## src/rtl/asr_pkg.sv

```systemverilog
// Package with register map, command codes and timing constants of the converter command interpreter
package asr_pkg;

  // ----------------------------------------------------------------
  // Command bytes
  // ----------------------------------------------------------------
  localparam logic [7:0] CMD_RESET     = 8'h06;
  localparam logic [7:0] CMD_START     = 8'h08;
  localparam logic [7:0] CMD_STOP      = 8'h0A;
  localparam logic [7:0] CMD_READ_RES  = 8'h12;
  localparam logic [2:0] CMD_REGISTER_READ_CMD_OP   = 3'h1;  // Top three bits of register_read_cmd
  localparam logic [2:0] CMD_REGISTER_WRITE_CMD_OP   = 3'h2;  // Top three bits of register_write_cmd

  // ----------------------------------------------------------------
  // Register map
  // ----------------------------------------------------------------
  localparam int         NUM_REGS      = 8;
  localparam logic [4:0] ADDR_ID       = 5'h00;
  localparam logic [4:0] ADDR_STATUS   = 5'h01;
  localparam logic [4:0] ADDR_GAIN     = 5'h03;
  localparam logic [4:0] ADDR_MODE     = 5'h04;
  localparam logic [4:0] ADDR_CLKCFG   = 5'h05;

  // Identity byte, value is arbitrary
  localparam logic [7:0] ID_VALUE      = 8'h5A;

  // Field positions
  localparam int         STAT_POR_BIT  = 7;
  localparam int         STAT_RDY_BIT  = 6;
  localparam int         GAIN_AMP_HI   = 4;
  localparam int         GAIN_AMP_LO   = 3;
  localparam int         GAIN_CODE_HI  = 2;
  localparam int         MODE_SINGLE   = 5;
  localparam int         CLK_EXT_BIT   = 0;

  // Field values and reset values
  localparam logic [1:0] AMP_BYPASS    = 2'h2;
  localparam logic [2:0] GAIN_UNITY    = 3'h0;
  localparam logic [7:0] GAIN_RST      = 8'h00;
  localparam logic [7:0] MODE_RST      = 8'h00;
  localparam logic [7:0] CLKCFG_RST    = 8'h00;
  localparam logic [7:0] OTHER_RST     = 8'h00;

  // ----------------------------------------------------------------
  // Timing
  // ----------------------------------------------------------------
  localparam int          SYS_CLK_MHZ      = 100;
  localparam int          OSC_KHZ          = 4096;
  localparam int          OSC_DIV          = (SYS_CLK_MHZ * 1000) / OSC_KHZ;
  localparam logic [12:0] RESET_DLY_TICKS  = 13'h1000;  // 4096 device clocks

endpackage

```

## src/rtl/asr_spi_shift.sv

```systemverilog
// Mode 1 serial shifter: samples on falling edges, launches on rising edges
`timescale 1ns/1ns
`default_nettype none

module asr_spi_shift (
  input  wire logic       clk_sys_i,
  input  wire logic       rst_n_i,
  input  wire logic       cs_n_i,
  input  wire logic       sclk_rise_i,
  input  wire logic       sclk_fall_i,
  input  wire logic       din_i,
  input  wire logic [7:0] tx_byte_i,
  output logic      [7:0] rx_byte_o,
  output logic            rx_valid_o,
  output logic            dout_o
);

  logic [2:0] bit_cnt_q;
  logic [7:0] rx_sh_q;
  logic [7:0] tx_sh_q;

  // ----------------------------------------------------------------
  // Receive side
  // ----------------------------------------------------------------
  // Byte framing counts falling edges, so chip select may stay low forever
  always_ff @(posedge clk_sys_i or negedge rst_n_i) begin
    if (!rst_n_i) begin
      bit_cnt_q  <= 3'h0;
      rx_sh_q    <= 8'h00;
      rx_byte_o  <= 8'h00;
      rx_valid_o <= 1'b0;
    end else begin
      rx_valid_o <= 1'b0;
      if (cs_n_i) begin
        bit_cnt_q <= 3'h0;  // [RQ8]
      end else if (sclk_fall_i) begin
        rx_sh_q   <= {rx_sh_q[6:0], din_i};  // [RQ2]
        bit_cnt_q <= bit_cnt_q + 3'h1;  // [RQ15]
        if (bit_cnt_q == 3'h7) begin
          rx_byte_o  <= {rx_sh_q[6:0], din_i};
          rx_valid_o <= 1'b1;
        end
      end
    end
  end

  // ----------------------------------------------------------------
  // Transmit side
  // ----------------------------------------------------------------
  // First rising edge of a byte loads the next byte and launches its MSB
  always_ff @(posedge clk_sys_i or negedge rst_n_i) begin
    if (!rst_n_i) begin
      tx_sh_q <= 8'h00;
      dout_o  <= 1'b0;
    end else if (cs_n_i) begin
      tx_sh_q <= 8'h00;
      dout_o  <= 1'b0;
    end else if (sclk_rise_i) begin
      if (bit_cnt_q == 3'h0) begin
        tx_sh_q <= {tx_byte_i[6:0], 1'b0};
        dout_o  <= tx_byte_i[7];  // [RQ2]
      end else begin
        tx_sh_q <= {tx_sh_q[6:0], 1'b0};
        dout_o  <= tx_sh_q[7];
      end
    end
  end

endmodule

`default_nettype wire

```

## src/rtl/asr_top.sv

```systemverilog
// Command interpreter, register file and readout sequencing of the converter serial port
//
// Summary of operation
// [RQ1] The host waits at least 2.2 ms after supplies settle before talking to the device.
// [RQ2] The link is SPI mode 1: clock idles low, data change on rising and are sampled on falling edges.
// [RQ3] Command byte 06h returns the device to its reset state.
// [RQ4] After a reset command the host waits 4096 device clocks before the next command.
// [RQ5] The status register ready bit reads 0 once reset has completed.
// [RQ6] Writing 00h to the status register clears the power-on flag.
// [RQ7] Command byte 08h starts conversions, which continue in continuous mode until stopped.
// [RQ8] Chip select high resets the serial interface and drops any partial frame.
// [RQ9] The result ready output goes low when a new conversion result is available.
// [RQ10] After the read-result command, 16 clocks shift the 16-bit result out on the data line.
// [RQ11] Command byte 0Ah halts conversions and enters standby.
// [RQ12] Amplifier field value 10b in the gain register at 03h bypasses the amplifier.
// [RQ13] While bypassed, the effective gain is 1 whatever gain is programmed.
// [RQ14] Gains above 1 take effect only while the amplifier is enabled.
// [RQ15] The device works with chip select held low, framing bytes by clock count alone.
// [RQ16] With the start pin held low, only start and stop commands control conversions.
// [RQ17] With the internal oscillator selected, the external clock input is ignored.
`timescale 1ns/1ns
`default_nettype none

module asr_top #(
  parameter logic [12:0] RESET_TICKS = asr_pkg::RESET_DLY_TICKS
) (
  input  wire logic        clk_sys_i,
  input  wire logic        rst_n_i,
  input  wire logic        cs_n_i,
  input  wire logic        sclk_i,
  input  wire logic        din_i,
  input  wire logic        start_sync_i,
  input  wire logic        ext_clk_i,
  input  wire logic [15:0] conv_data_i,
  input  wire logic        conv_valid_i,
  output logic             serial_out_with_ready_o,
  output logic             result_ready_n_o,
  output logic             conv_run_o,
  output logic             amp_bypass_o,
  output logic       [2:0] eff_gain_o,
  output logic             device_ready_o
);

  import asr_pkg::*;

  typedef enum logic [2:0] {
    ST_CMD = 3'b000,
    ST_ARG = 3'b001,
    ST_WR  = 3'b010,
    ST_RD  = 3'b011,
    ST_RES = 3'b100
  } asr_state_e;

  // ----------------------------------------------------------------
  // Decode helpers
  // ----------------------------------------------------------------
  function automatic logic is_op(input logic [7:0] b, input logic [2:0] op);
    is_op = (b[7:5] == op);
  endfunction

  function automatic logic amp_is_bypassed(input logic [7:0] g);
    amp_is_bypassed = (g[GAIN_AMP_HI:GAIN_AMP_LO] == AMP_BYPASS);
  endfunction

  // ----------------------------------------------------------------
  // Pin synchronisers
  // ----------------------------------------------------------------
  // Bits: 0 cs_n, 1 sclk, 2 din, 3 start pin, 4 external clock
  logic [4:0] sync_a_q;
  logic [4:0] sync_b_q;
  logic [4:0] sync_c_q;

  // First stage feeds only the second; edges are taken from the later stages
  always_ff @(posedge clk_sys_i or negedge rst_n_i) begin
    if (!rst_n_i) begin
      sync_a_q <= 5'h01;
      sync_b_q <= 5'h01;
      sync_c_q <= 5'h01;
    end else begin
      sync_a_q <= {ext_clk_i, start_sync_i, din_i, sclk_i, cs_n_i};
      sync_b_q <= sync_a_q;
      sync_c_q <= sync_b_q;
    end
  end

  logic cs_n_w;
  logic sclk_rise_w;
  logic sclk_fall_w;
  logic start_rise_w;
  logic ext_rise_w;

  assign cs_n_w       = sync_b_q[0];
  assign sclk_rise_w  = sync_b_q[1] & ~sync_c_q[1];
  assign sclk_fall_w  = ~sync_b_q[1] & sync_c_q[1];
  assign start_rise_w = sync_b_q[3] & ~sync_c_q[3];
  assign ext_rise_w   = sync_b_q[4] & ~sync_c_q[4];

  // ----------------------------------------------------------------
  // Serial shifter
  // ----------------------------------------------------------------
  logic [7:0] rx_byte_w;
  logic       rx_valid_w;
  logic       spi_dout_w;
  logic [7:0] tx_byte_q;

  asr_spi_shift u_shift (
    .clk_sys_i   (clk_sys_i),
    .rst_n_i     (rst_n_i),
    .cs_n_i      (cs_n_w),
    .sclk_rise_i (sclk_rise_w),
    .sclk_fall_i (sclk_fall_w),
    .din_i       (sync_b_q[2]),
    .tx_byte_i   (tx_byte_q),
    .rx_byte_o   (rx_byte_w),
    .rx_valid_o  (rx_valid_w),
    .dout_o      (spi_dout_w)
  );

  // ----------------------------------------------------------------
  // Command decode
  // ----------------------------------------------------------------
  asr_state_e  state_q;
  logic  [4:0] addr_q;
  logic  [4:0] cnt_q;
  logic        op_rd_q;
  logic        tx_active_q;
  logic  [7:0] regs_q [NUM_REGS];
  logic        power_on_q;
  logic        ready_n_q;
  logic [15:0] result_q;
  logic        res_ready_n_q;
  logic        run_q;

  logic cmd_byte_w;
  logic cmd_reset_w;
  logic cmd_start_w;
  logic cmd_stop_w;
  logic cmd_rdres_w;
  logic wr_en_w;

  assign cmd_byte_w  = rx_valid_w & (state_q == ST_CMD);
  assign cmd_reset_w = cmd_byte_w & (rx_byte_w == CMD_RESET);  // [RQ3]
  assign cmd_start_w = cmd_byte_w & (rx_byte_w == CMD_START);  // [RQ7]
  assign cmd_stop_w  = cmd_byte_w & (rx_byte_w == CMD_STOP);  // [RQ11]
  assign cmd_rdres_w = cmd_byte_w & (rx_byte_w == CMD_READ_RES);  // [RQ10]
  assign wr_en_w     = rx_valid_w & (state_q == ST_WR);

  // Register read mux; addresses from NUM_REGS up read zero
  function automatic logic [7:0] reg_read(input logic [4:0] a);
    logic [7:0] v;
    v = 8'h00;
    if (a == ADDR_ID) begin
      v = ID_VALUE;
    end else if (a == ADDR_STATUS) begin
      v[STAT_POR_BIT] = power_on_q;
      v[STAT_RDY_BIT] = ready_n_q;  // [RQ5]
    end else if (a < 5'(NUM_REGS)) begin
      v = regs_q[a[2:0]];
    end
    reg_read = v;
  endfunction

  // ----------------------------------------------------------------
  // Frame state machine
  // ----------------------------------------------------------------
  // Chip select high drops whatever frame was in progress
  always_ff @(posedge clk_sys_i or negedge rst_n_i) begin
    if (!rst_n_i) begin
      state_q     <= ST_CMD;
      addr_q      <= 5'h00;
      cnt_q       <= 5'h00;
      op_rd_q     <= 1'b0;
      tx_active_q <= 1'b0;
      tx_byte_q   <= 8'h00;
    end else if (cs_n_w) begin
      state_q     <= ST_CMD;  // [RQ8]
      tx_active_q <= 1'b0;
    end else if (rx_valid_w) begin
      unique case (state_q)
        ST_CMD: begin
          if (cmd_rdres_w) begin
            tx_byte_q   <= result_q[15:8];  // [RQ10]
            tx_active_q <= 1'b1;
            cnt_q       <= 5'h00;
            state_q     <= ST_RES;
          end else if (is_op(rx_byte_w, CMD_REGISTER_READ_CMD_OP) || is_op(rx_byte_w, CMD_REGISTER_WRITE_CMD_OP)) begin
            addr_q  <= rx_byte_w[4:0];
            op_rd_q <= is_op(rx_byte_w, CMD_REGISTER_READ_CMD_OP);
            state_q <= ST_ARG;
          end
        end
        ST_ARG: begin
          cnt_q <= rx_byte_w[4:0];
          if (op_rd_q) begin
            tx_byte_q   <= reg_read(addr_q);
            tx_active_q <= 1'b1;
            state_q     <= ST_RD;
          end else begin
            state_q <= ST_WR;
          end
        end
        ST_WR, ST_RD: begin
          addr_q    <= addr_q + 5'h01;
          tx_byte_q <= reg_read(addr_q + 5'h01);
          if (cnt_q == 5'h00) begin
            state_q     <= ST_CMD;
            tx_active_q <= 1'b0;
          end else begin
            cnt_q <= cnt_q - 5'h01;
          end
        end
        ST_RES: begin
          // Second byte of the 16-bit result, then back to command
          if (cnt_q == 5'h00) begin
            tx_byte_q <= result_q[7:0];  // [RQ10]
            cnt_q     <= 5'h01;
          end else begin
            state_q     <= ST_CMD;
            tx_active_q <= 1'b0;
          end
        end
        default: begin
          state_q     <= ST_CMD;
          tx_active_q <= 1'b0;
        end
      endcase
    end
  end

  // ----------------------------------------------------------------
  // Register file
  // ----------------------------------------------------------------
  // Identity and status are not stored here; writes to identity are dropped
  always_ff @(posedge clk_sys_i or negedge rst_n_i) begin
    if (!rst_n_i) begin
      for (int i = 0; i < NUM_REGS; i++) begin
        regs_q[i] <= OTHER_RST;
      end
      regs_q[ADDR_GAIN[2:0]]   <= GAIN_RST;
      regs_q[ADDR_MODE[2:0]]   <= MODE_RST;
      regs_q[ADDR_CLKCFG[2:0]] <= CLKCFG_RST;
    end else if (cmd_reset_w) begin
      for (int i = 0; i < NUM_REGS; i++) begin
        regs_q[i] <= OTHER_RST;
      end
      regs_q[ADDR_GAIN[2:0]]   <= GAIN_RST;  // [RQ3]
      regs_q[ADDR_MODE[2:0]]   <= MODE_RST;
      regs_q[ADDR_CLKCFG[2:0]] <= CLKCFG_RST;
    end else if (wr_en_w && addr_q > ADDR_STATUS && addr_q < 5'(NUM_REGS)) begin
      regs_q[addr_q[2:0]] <= rx_byte_w;  // [RQ12]
    end
  end

  // Power-on flag: set by any reset, cleared by writing zero to status
  always_ff @(posedge clk_sys_i or negedge rst_n_i) begin
    if (!rst_n_i) begin
      power_on_q <= 1'b1;
    end else if (cmd_reset_w) begin
      power_on_q <= 1'b1;
    end else if (wr_en_w && addr_q == ADDR_STATUS) begin
      power_on_q <= rx_byte_w[STAT_POR_BIT];  // [RQ6]
    end
  end

  // ----------------------------------------------------------------
  // Device clock and reset delay
  // ----------------------------------------------------------------
  logic  [6:0] osc_cnt_q;
  logic        osc_tick_q;
  logic        dev_tick_w;
  logic [12:0] rst_cnt_q;

  // Internal oscillator is a divider; its rate is close to, not exactly, nominal
  always_ff @(posedge clk_sys_i or negedge rst_n_i) begin
    if (!rst_n_i) begin
      osc_cnt_q  <= 7'h00;
      osc_tick_q <= 1'b0;
    end else if (osc_cnt_q == 7'(OSC_DIV - 1)) begin
      osc_cnt_q  <= 7'h00;
      osc_tick_q <= 1'b1;
    end else begin
      osc_cnt_q  <= osc_cnt_q + 7'h01;
      osc_tick_q <= 1'b0;
    end
  end

  // External clock edges count only when selected
  assign dev_tick_w = regs_q[ADDR_CLKCFG[2:0]][CLK_EXT_BIT] ? ext_rise_w : osc_tick_q;  // [RQ17]

  // Ready bit stays high for the reset delay; commands are not blocked meanwhile
  always_ff @(posedge clk_sys_i or negedge rst_n_i) begin
    if (!rst_n_i) begin
      rst_cnt_q <= RESET_TICKS;
      ready_n_q <= 1'b1;
    end else if (cmd_reset_w) begin
      rst_cnt_q <= RESET_TICKS;  // [RQ4]
      ready_n_q <= 1'b1;
    end else if (dev_tick_w && ready_n_q) begin
      if (rst_cnt_q <= 13'h0001) begin
        rst_cnt_q <= 13'h0000;
        ready_n_q <= 1'b0;  // [RQ5]
      end else begin
        rst_cnt_q <= rst_cnt_q - 13'h0001;
      end
    end
  end

  // ----------------------------------------------------------------
  // Conversion control and result capture
  // ----------------------------------------------------------------
  // Start pin only adds a start on its rising edge; held low it does nothing
  always_ff @(posedge clk_sys_i or negedge rst_n_i) begin
    if (!rst_n_i) begin
      run_q <= 1'b0;
    end else if (cmd_reset_w || cmd_stop_w) begin
      run_q <= 1'b0;  // [RQ11]
    end else if (cmd_start_w || start_rise_w) begin
      run_q <= 1'b1;  // [RQ16]
    end else if (run_q && conv_valid_i && regs_q[ADDR_MODE[2:0]][MODE_SINGLE]) begin
      run_q <= 1'b0;  // [RQ7]
    end
  end

  // A new result wins over the release caused by a read in the same cycle
  always_ff @(posedge clk_sys_i or negedge rst_n_i) begin
    if (!rst_n_i) begin
      result_q      <= 16'h0000;
      res_ready_n_q <= 1'b1;
    end else if (run_q && conv_valid_i && !cmd_reset_w) begin
      result_q      <= conv_data_i;
      res_ready_n_q <= 1'b0;  // [RQ9]
    end else if (cmd_rdres_w || cmd_stop_w || cmd_reset_w) begin
      res_ready_n_q <= 1'b1;
    end
  end

  // ----------------------------------------------------------------
  // Output registers
  // ----------------------------------------------------------------
  // Data line shows the ready level whenever no reply is being shifted
  always_ff @(posedge clk_sys_i or negedge rst_n_i) begin
    if (!rst_n_i) begin
      serial_out_with_ready_o <= 1'b1;
      result_ready_n_o        <= 1'b1;
      conv_run_o              <= 1'b0;
      device_ready_o          <= 1'b0;
    end else begin
      serial_out_with_ready_o <= tx_active_q ? spi_dout_w : res_ready_n_q;  // [RQ10]
      result_ready_n_o        <= res_ready_n_q;  // [RQ9]
      conv_run_o              <= run_q;
      device_ready_o          <= ~ready_n_q;
    end
  end

  // Bypass forces unity gain so a stale gain code cannot leak through
  always_ff @(posedge clk_sys_i or negedge rst_n_i) begin
    if (!rst_n_i) begin
      amp_bypass_o <= 1'b0;
      eff_gain_o   <= GAIN_UNITY;
    end else begin
      amp_bypass_o <= amp_is_bypassed(regs_q[ADDR_GAIN[2:0]]);  // [RQ12]
      if (amp_is_bypassed(regs_q[ADDR_GAIN[2:0]])) begin
        eff_gain_o <= GAIN_UNITY;  // [RQ13]
      end else begin
        eff_gain_o <= regs_q[ADDR_GAIN[2:0]][GAIN_CODE_HI:0];  // [RQ14]
      end
    end
  end

endmodule

`default_nettype wire

```

## config.mk

```make
export PLATFORM = sky130hd
export DESIGN_NAME = asr_top
export DESIGN_NICKNAME = d
export VERILOG_FILES = /design/src/rtl/asr_pkg.sv /design/src/rtl/asr_spi_shift.sv /design/src/rtl/asr_top.sv
export SDC_FILE = /design/constraint.sdc
export NUM_CORES = 1
export LEC_CHECK = 0
export ABC_AREA = 1
export BUFFER_PORTS_ARGS = -buffer_cell sky130_fd_sc_hd__buf_2
export CORE_AREA = 2 2 154 156
export DETAILED_ROUTE_END_ITERATION = 16
export DIE_AREA = 0 0 156 158
export PLACE_DENSITY_LB_ADDON = 0.08
export SLEW_MARGIN = 20
export SYNTH_ARGS = -nofsm -noshare
export SYNTH_HDL_FRONTEND = slang
export SYNTH_SLANG_ARGS = --single-unit
export TNS_END_PERCENT = 100
```

## constraint.sdc

```tcl
create_clock -name clk_sys_i -period 2.9 [get_ports clk_sys_i]
set_input_delay 0.145 -clock clk_sys_i [delete_from_list [all_inputs] [get_ports clk_sys_i]]
set_output_delay 0.145 -clock clk_sys_i [all_outputs]
set_load 0.05 [all_outputs]
```

==> impl_metrics.env, run 1 <==
export IMPL_synthArstFlopShare_pct=100
export IMPL_via_per_inst=5.08
export IMPL_htree_num_levels=4
export IMPL_ir_drop_uv=293
export IMPL_wl_microns=26900
export IMPL_tightest_slew_ps=864
export IMPL_power_mw=5.47
export IMPL_first_pass_iters=6
export IMPL_placementRows=56
export IMPL_synthTopCellsByCount="nand2_1, dfrtp_1, inv_1"
export IMPL_intPower_mw=3.87
export IMPL_cp_data_required_time_ps=3230
export IMPL_syn_cell_area_sq_mm=0.00907
export IMPL_ant_nets=0
export IMPL_power_density_mw_per_mm2=528
export IMPL_routed_wl_met2_microns=12400
export IMPL_slew_viol_final=0
export IMPL_cp_start_kind="register"
export IMPL_fmax_mhz=428
export IMPL_holdPathStages=6
export IMPL_synth_nets=1223
export IMPL_layout_drive_gt1_share_pct=10.1
export IMPL_cts_buffers=17
export IMPL_core_area_sq_mm=0.0231
export IMPL_fin_worst_skew_ps=11.1
export IMPL_wire_per_inst_microns=17.4
export IMPL_switching_share_pct=29.2
export IMPL_outcome="finished clean"
export IMPL_finalSetupViolations=0
export IMPL_r2r_slack_ps=560
export IMPL_fin_nets=1277
export IMPL_wirelength_met1_microns=12900
export IMPL_io_pins=32
export IMPL_avgSynthCellArea_sq_um=7.64
export IMPL_holdPathEnd="run_q"
export IMPL_synth_warning_count=0
export IMPL_seqPwrFrac_pct=47.0
export IMPL_die_area_sq_mm=0.0246
export IMPL_worstSetupPathType="reg2reg"
export IMPL_rsz0062_at_grt="no"
export IMPL_post_place_ws_ps=608
export IMPL_relSlewSlack_pct=41.8
export IMPL_initial_core_util_pct=39.4
export IMPL_finalSetupTns_ps=0
export IMPL_vias=7847
export IMPL_worstPathMaxFanout=22
export IMPL_insertion_delay_ps=440
export IMPL_clkPwrFrac_pct=41.3
export IMPL_final_min_clock_period_ps=2340
export IMPL_power_switching_mw=1.60
export IMPL_drtIter0Drc=637
export IMPL_overflow=0
export IMPL_top_layer="met4"
export IMPL_synth_edf_count=0
export IMPL_power_frac_comb_pct=11.7
export IMPL_final_period_utilization_pct=80.6
export IMPL_finalHoldViolations=0
export IMPL_critPathLaunch="addr_q[1]"
export IMPL_ys_seq_elements=176
export IMPL_worstPathArrival_ps=2670
export IMPL_dp_hpwl_microns=19400
export IMPL_synth_area_top_cells="dfrtp_1, nand2_1, inv_1"
export IMPL_fp_dieW_microns=156
export IMPL_synthDistinctLibCells=39
export IMPL_route_met3_wl_microns=1240
export IMPL_fp_dieH_microns=158
export IMPL_synth_top_area_cell="dfrtp_1"
export IMPL_synthCells=1187
export IMPL_r2r_end="tx_byte_q[5]"
export IMPL_cap_violations=0
export IMPL_ctsResizeCount=0
export IMPL_grt_max_degree=85
export IMPL_place_port_buffers=31
export IMPL_r2r_start="addr_q[1]"
export IMPL_yosysMostFrequentCell="nand2_1"
export IMPL_worst_setup_path_end_kind="register"
export IMPL_grt_pass1_vias=7620
export IMPL_p_leak_nw=5.11
export IMPL_syn2layout_area_growth_pct=14.2
export IMPL_synth_seq_area_share_pct=48.7
export IMPL_gp_congestion=0.923
export IMPL_antenna_found_initial=0
export IMPL_num_antenna_cells=0
export IMPL_cts_clk_slew_worst_paths_ps=70
export IMPL_clock_sinks=176
export IMPL_drc=0
export IMPL_hp_class="in2reg"
export IMPL_cts_tree="done"
export IMPL_synth_ff_type="dfrtp_1"
export IMPL_layout_setup_ws_ps=563
export IMPL_yosysTopAreaCellShare_pct=46.3
export IMPL_clockBufferDepth=2
export IMPL_grt_first_pass_wirelength_microns=43000
export IMPL_rr_worst_depth=13
export IMPL_grt_use_total_pct=22.9
export IMPL_min_delay_start="conv_valid_i"
export IMPL_cts_root_buf="clkbuf_16"
per-stage QoR:
stage / cells / cell area, sq um / util (%) / hold WS, ps
5_1_grt: 1544 / 10400 / 44.9 / 253
3_5_place_dp: 1490 / 9580 / 41.6 / 253
3_3_place_gp: 1490 / 9580 / 41.6 / 250
2_1_floorplan: 1187 / 9070 / - / -151
6_report: 1544 / 10400 / 44.9 / 172
4_1_cts: 1544 / 10400 / 44.9 / 157
kinds of logic after synthesis:
logic type / after synthesis / share of synthesized area, %
buffers and inverters: 202 / 8.68
adders and majority gates: 12 / 1.66
DFF: 176 / 48.7
and+or+nand+nor: 561 / 26.1
AOI/OAI and AO/OA: 226 / 14.0
xor gates and xnor gates: 10 / 0.966
power groups by stage:
| stage | Sequential [mW] | Combinational [mW] | Clock [mW] |
|---|---|---|---|
| 2_1_floorplan | 2.61 | 0.384 | 0 |
| 3_3_place_gp | 2.62 | 0.620 | 0 |
| 3_5_place_dp | 2.62 | 0.621 | 0 |
| 4_1_cts | 2.57 | 0.646 | 2.31 |
| 5_1_grt | 2.58 | 0.731 | 2.40 |
| 6_report | 2.57 | 0.638 | 2.26 |
state kept, by name, indices dropped and copies added, names as in the netlist, 7 cells and up:
| signal | count |
|---|---|
| u_shift.rx_byte_o | 8 |
| result_q | 16 |
| u_shift.tx_sh_q | 7 |
| osc_cnt_q | 7 |
| tx_byte_q | 8 |
| u_shift.rx_sh_q | 7 |
| rst_cnt_q | 13 |
| regs_q | 64 |
cells in the final DEF (no fill, tap or decap), types with 3 or more instances in the layout:
| master | Yosys | final |
|---|---|---|
| o22ai_1 | 56 | 56 |
| nor2_4 | 3 | 3 |
| o211ai_1 | 6 | 6 |
| inv_2 | 14 | 14 |
| nor2_2 | 3 | 3 |
| dfrtp_1 | 168 | 167 |
| a21oi_1 | 37 | 37 |
| nor3_2 | 5 | 5 |
| buf_2 | 17 | 30 |
| dfstp_2 | 8 | 8 |
| nand4_1 | 10 | 10 |
| o21ai_1 | 14 | 14 |
| xor2_1 | 8 | 8 |
| clkbuf_16 | 0 | 17 |
| nand2_1 | 369 | 369 |
| dlygate4sd3_1 | 0 | 22 |
| nand3_2 | 3 | 3 |
| nand3_1 | 74 | 74 |
| nor2_1 | 73 | 73 |
| buf_4 | 2 | 16 |
| o21ai_2 | 4 | 4 |
| o21ai_0 | 95 | 95 |
| inv_6 | 0 | 6 |
| o31ai_1 | 6 | 6 |
| nor3_1 | 11 | 11 |
| nand2_2 | 4 | 4 |
| ha_1 | 12 | 12 |
| inv_8 | 0 | 3 |
| inv_1 | 151 | 151 |
cell type report:
type,instances,area [sq um]
fillers,2412,12700
well taps,290,363
clock buffers,19,443
clock inverters,13,116
multi-input cells,809,3870
repair buffers,70,524
flip-flops and latches,176,4420
inverters,167,627
worst max-delay path, cell delays in order (launching register included):
cell	delay, ps
dfrtp_1	360
buf_4	310
ha_1	310
inv_1	60
nand2_1	60
nand2_1	120
inv_1	240
nand2_1	160
nor2_1	210
a21oi_1	100
nand2_1	100
nand3_1	80
nand2_1	70
nand2_1	50
metal layers:
metal  track usage [%]  vias to the layer above
met5                 0                        -
met4              5.81                        0
met3              3.75                       23
met2              36.5                      168
met1              32.7                     3714
li1                  -                     3942
how the worst max path moves through the flow:
stage | slack (ps) | cells after the start | to
6_report | 560 | 13 | tx_byte_q[5]
5_1_grt | 360 | 13 | tx_byte_q[2]
4_1_cts | 580 | 13 | tx_byte_q[5]
3_5_place_dp | 610 | 13 | tx_byte_q[5]
3_3_place_gp | 640 | 13 | tx_byte_q[5]
2_1_floorplan | 480 | 14 | tx_byte_q[3]
repair_timing:
| item | in CTS | in global routing |
|---|---|---|
| hold endpoints to repair | 101 | 0 |
| setup buffers | 0 | 0 |
| hold buffers | 22 | 0 |
(Power assumes the default switching activity.)
==> inputs of run 2 (changes only) <==
==> constraint.sdc (replaced) <==
create_clock -name clk_sys_i -period 2.2 [get_ports clk_sys_i]
set_input_delay 0.11 -clock clk_sys_i [delete_from_list [all_inputs] [get_ports clk_sys_i]]
set_output_delay 0.11 -clock clk_sys_i [all_outputs]
set_load 0.05 [all_outputs]
==> impl_metrics.env, run 2 (synthesized netlist as in run 1, its figures left out) <==
export IMPL_io_pins=32
export IMPL_cp_data_required_time_ps=2570
export IMPL_grt_use_total_pct=23.4
export IMPL_final_common_cell="nand2_1"
export IMPL_regMostFlops="regs_q"
export IMPL_finalHoldViolations=0
export IMPL_r2r_slack_ps=160
export IMPL_fp_dieH_microns=158
export IMPL_p_leak_nw=5.25
export IMPL_cap_violations=0
export IMPL_fillCellCount=2309
export IMPL_htree_num_levels=4
export IMPL_gp_congestion=0.931
export IMPL_layout_drive_gt1_share_pct=12.3
export IMPL_path_buf_inv=1
export IMPL_ant_nets=0
export IMPL_drc=0
export IMPL_num_antenna_cells=0
export IMPL_holdPathStages=6
export IMPL_fmax_mhz=491
export IMPL_insertion_delay_ps=430
export IMPL_worstPathArrival_ps=2400
export IMPL_holdPathEnd="run_q"
export IMPL_worst_setup_path_end_kind="register"
export IMPL_finalSetupViolations=0
export IMPL_finalSetupTns_ps=0
export IMPL_hp_class="in2reg"
export IMPL_grt_first_pass_wirelength_microns=43500
export IMPL_critPathMaxStageDelay_ps=430
export IMPL_placementRows=56
export IMPL_cp_start_kind="register"
export IMPL_rr_worst_depth=9
export IMPL_largest_reg_flops=64
export IMPL_crit_chain="buf_12 > nand3_1 > nand2_1 > nand2_1 > nor2_1 > nand4_1 > a21oi_1 > nor2_1 > nor2_1"
export IMPL_core_area_sq_mm=0.0231
export IMPL_via_per_inst=5.17
export IMPL_antenna_found_initial=0
export IMPL_dp_hpwl_microns=20100
export IMPL_fin_worst_skew_ps=9.51
export IMPL_worstSetupPathType="reg2reg"
export IMPL_place_port_buffers=31
export IMPL_ir_drop_uv=388
export IMPL_r2r_start="addr_q[0]"
export IMPL_clockBufferDepth=2
export IMPL_placed_area_sq_mm=0.00984
export IMPL_post_cts_setup_buffers=0
export IMPL_min_delay_start="conv_valid_i"
export IMPL_vias=8130
export IMPL_fin_area_sq_mm=0.0106
export IMPL_die_area_sq_mm=0.0246
export IMPL_r2r_end="tx_byte_q[1]"
export IMPL_cts_tree="done"
export IMPL_clock_sinks=176
export IMPL_overflow=0
export IMPL_fp_dieW_microns=156
export IMPL_grt_pass1_vias=7729
export IMPL_worstPathMaxFanout=70
export IMPL_top_regs="regs_q x64, result_q x16, rst_cnt_q x13"
export IMPL_wire_per_inst_microns=17.5
export IMPL_fin_nets=1306
export IMPL_tightest_slew_ps=676
export IMPL_grt_max_degree=71
export IMPL_slew_viol_final=0
export IMPL_final_cell_mix="nand2_1, dfrtp_1, inv_1, o21ai_0, nand3_1"
export IMPL_relSlewSlack_pct=54.5
export IMPL_initial_core_util_pct=39.4
export IMPL_cts_root_buf="clkbuf_16"
export IMPL_path_delay_family="simple AND/OR/NAND/NOR gates"
export IMPL_cts_clk_slew_worst_paths_ps=70
export IMPL_first_pass_iters=6
export IMPL_rsz0062_at_grt="no"
export IMPL_drtIter0Drc=640
export IMPL_syn2layout_area_growth_pct=17.3
export IMPL_final_period_utilization_pct=92.6
export IMPL_slowest_stage="dfrtp_2"
export IMPL_cp_common_cell="nor2_1"
export IMPL_wl_microns=27500
export IMPL_power_density_mw_per_mm2=679
export IMPL_outcome="finished clean"
export IMPL_cts_buffers=17
export IMPL_final_min_clock_period_ps=2040
run 2: worst max-delay path by stage:
stage                   endpoint  slack, ps  depth (start not counted)  startpoint
floorplan           tx_byte_q[3]         20                         13   addr_q[0]
global placement    tx_byte_q[5]        240                         11   addr_q[0]
detailed placement  tx_byte_q[5]        200                         13   addr_q[1]
CTS                 tx_byte_q[5]        180                         13   addr_q[1]
global route        tx_byte_q[1]         10                         12   addr_q[1]
finish              tx_byte_q[1]        160                          9   addr_q[0]
run 2: timing repair:
action                                  4_1_cts  5_1_grt
hold endpoints to repair                     73        0
hold buffers                                 22        0
gates resized for setup                       0        4
endpoints found under the setup margin        0        5
run 2: power by group:
group	internal (mW)	total [mW]	switching, mW
clock	1.64	3.00	1.37
sequential	3.33	3.39	0.0609
combinational	0.263	0.820	0.557
total	5.23	7.22	1.99
run 2: area by class of cell:
cell class	instances	area, sq um	area share (%)
Inverter	167	628	5.91
Tap cell	290	363	3.41
Timing Repair Buffer	99	783	7.36
Multi-Input combinational cell	809	3880	36.5
Sequential cell	176	4420	41.5
Clock buffer	22	464	4.36
Clock inverter	10	104	0.976
run 2: per-stage QoR:
stage | setup WS [ps] | instances | power [mW] | hold WS [ps] | utilization, %
3_3_place_gp | 239 | 1519 | 4.26 | 148 | 42.7
3_5_place_dp | 195 | 1519 | 4.25 | 146 | 42.7
2_1_floorplan | 24.3 | 1187 | 3.95 | -186 | -
6_report | 162 | 1573 | 7.22 | 161 | 46.1
5_1_grt | 13.8 | 1573 | 7.53 | 208 | 46.1
4_1_cts | 184 | 1573 | 7.30 | 144 | 46.1
run 2: routing by layer:
layer  track usage, %  up-vias  share of wire, %
met5                0        -                 0
met4             9.04        0               2.8
met3             4.57       41               4.9
met2             36.0      224                44
met1             32.6     3849                48
li1                 -     4016                 -
run 2: worst min-delay path, delay by kind of cell:
family / cells / cell delay, ps
AO/OA/AOI/OAI: 2 / 130
AND/OR/NAND/NOR: 3 / 190
buffers and inverters: 1 / 110
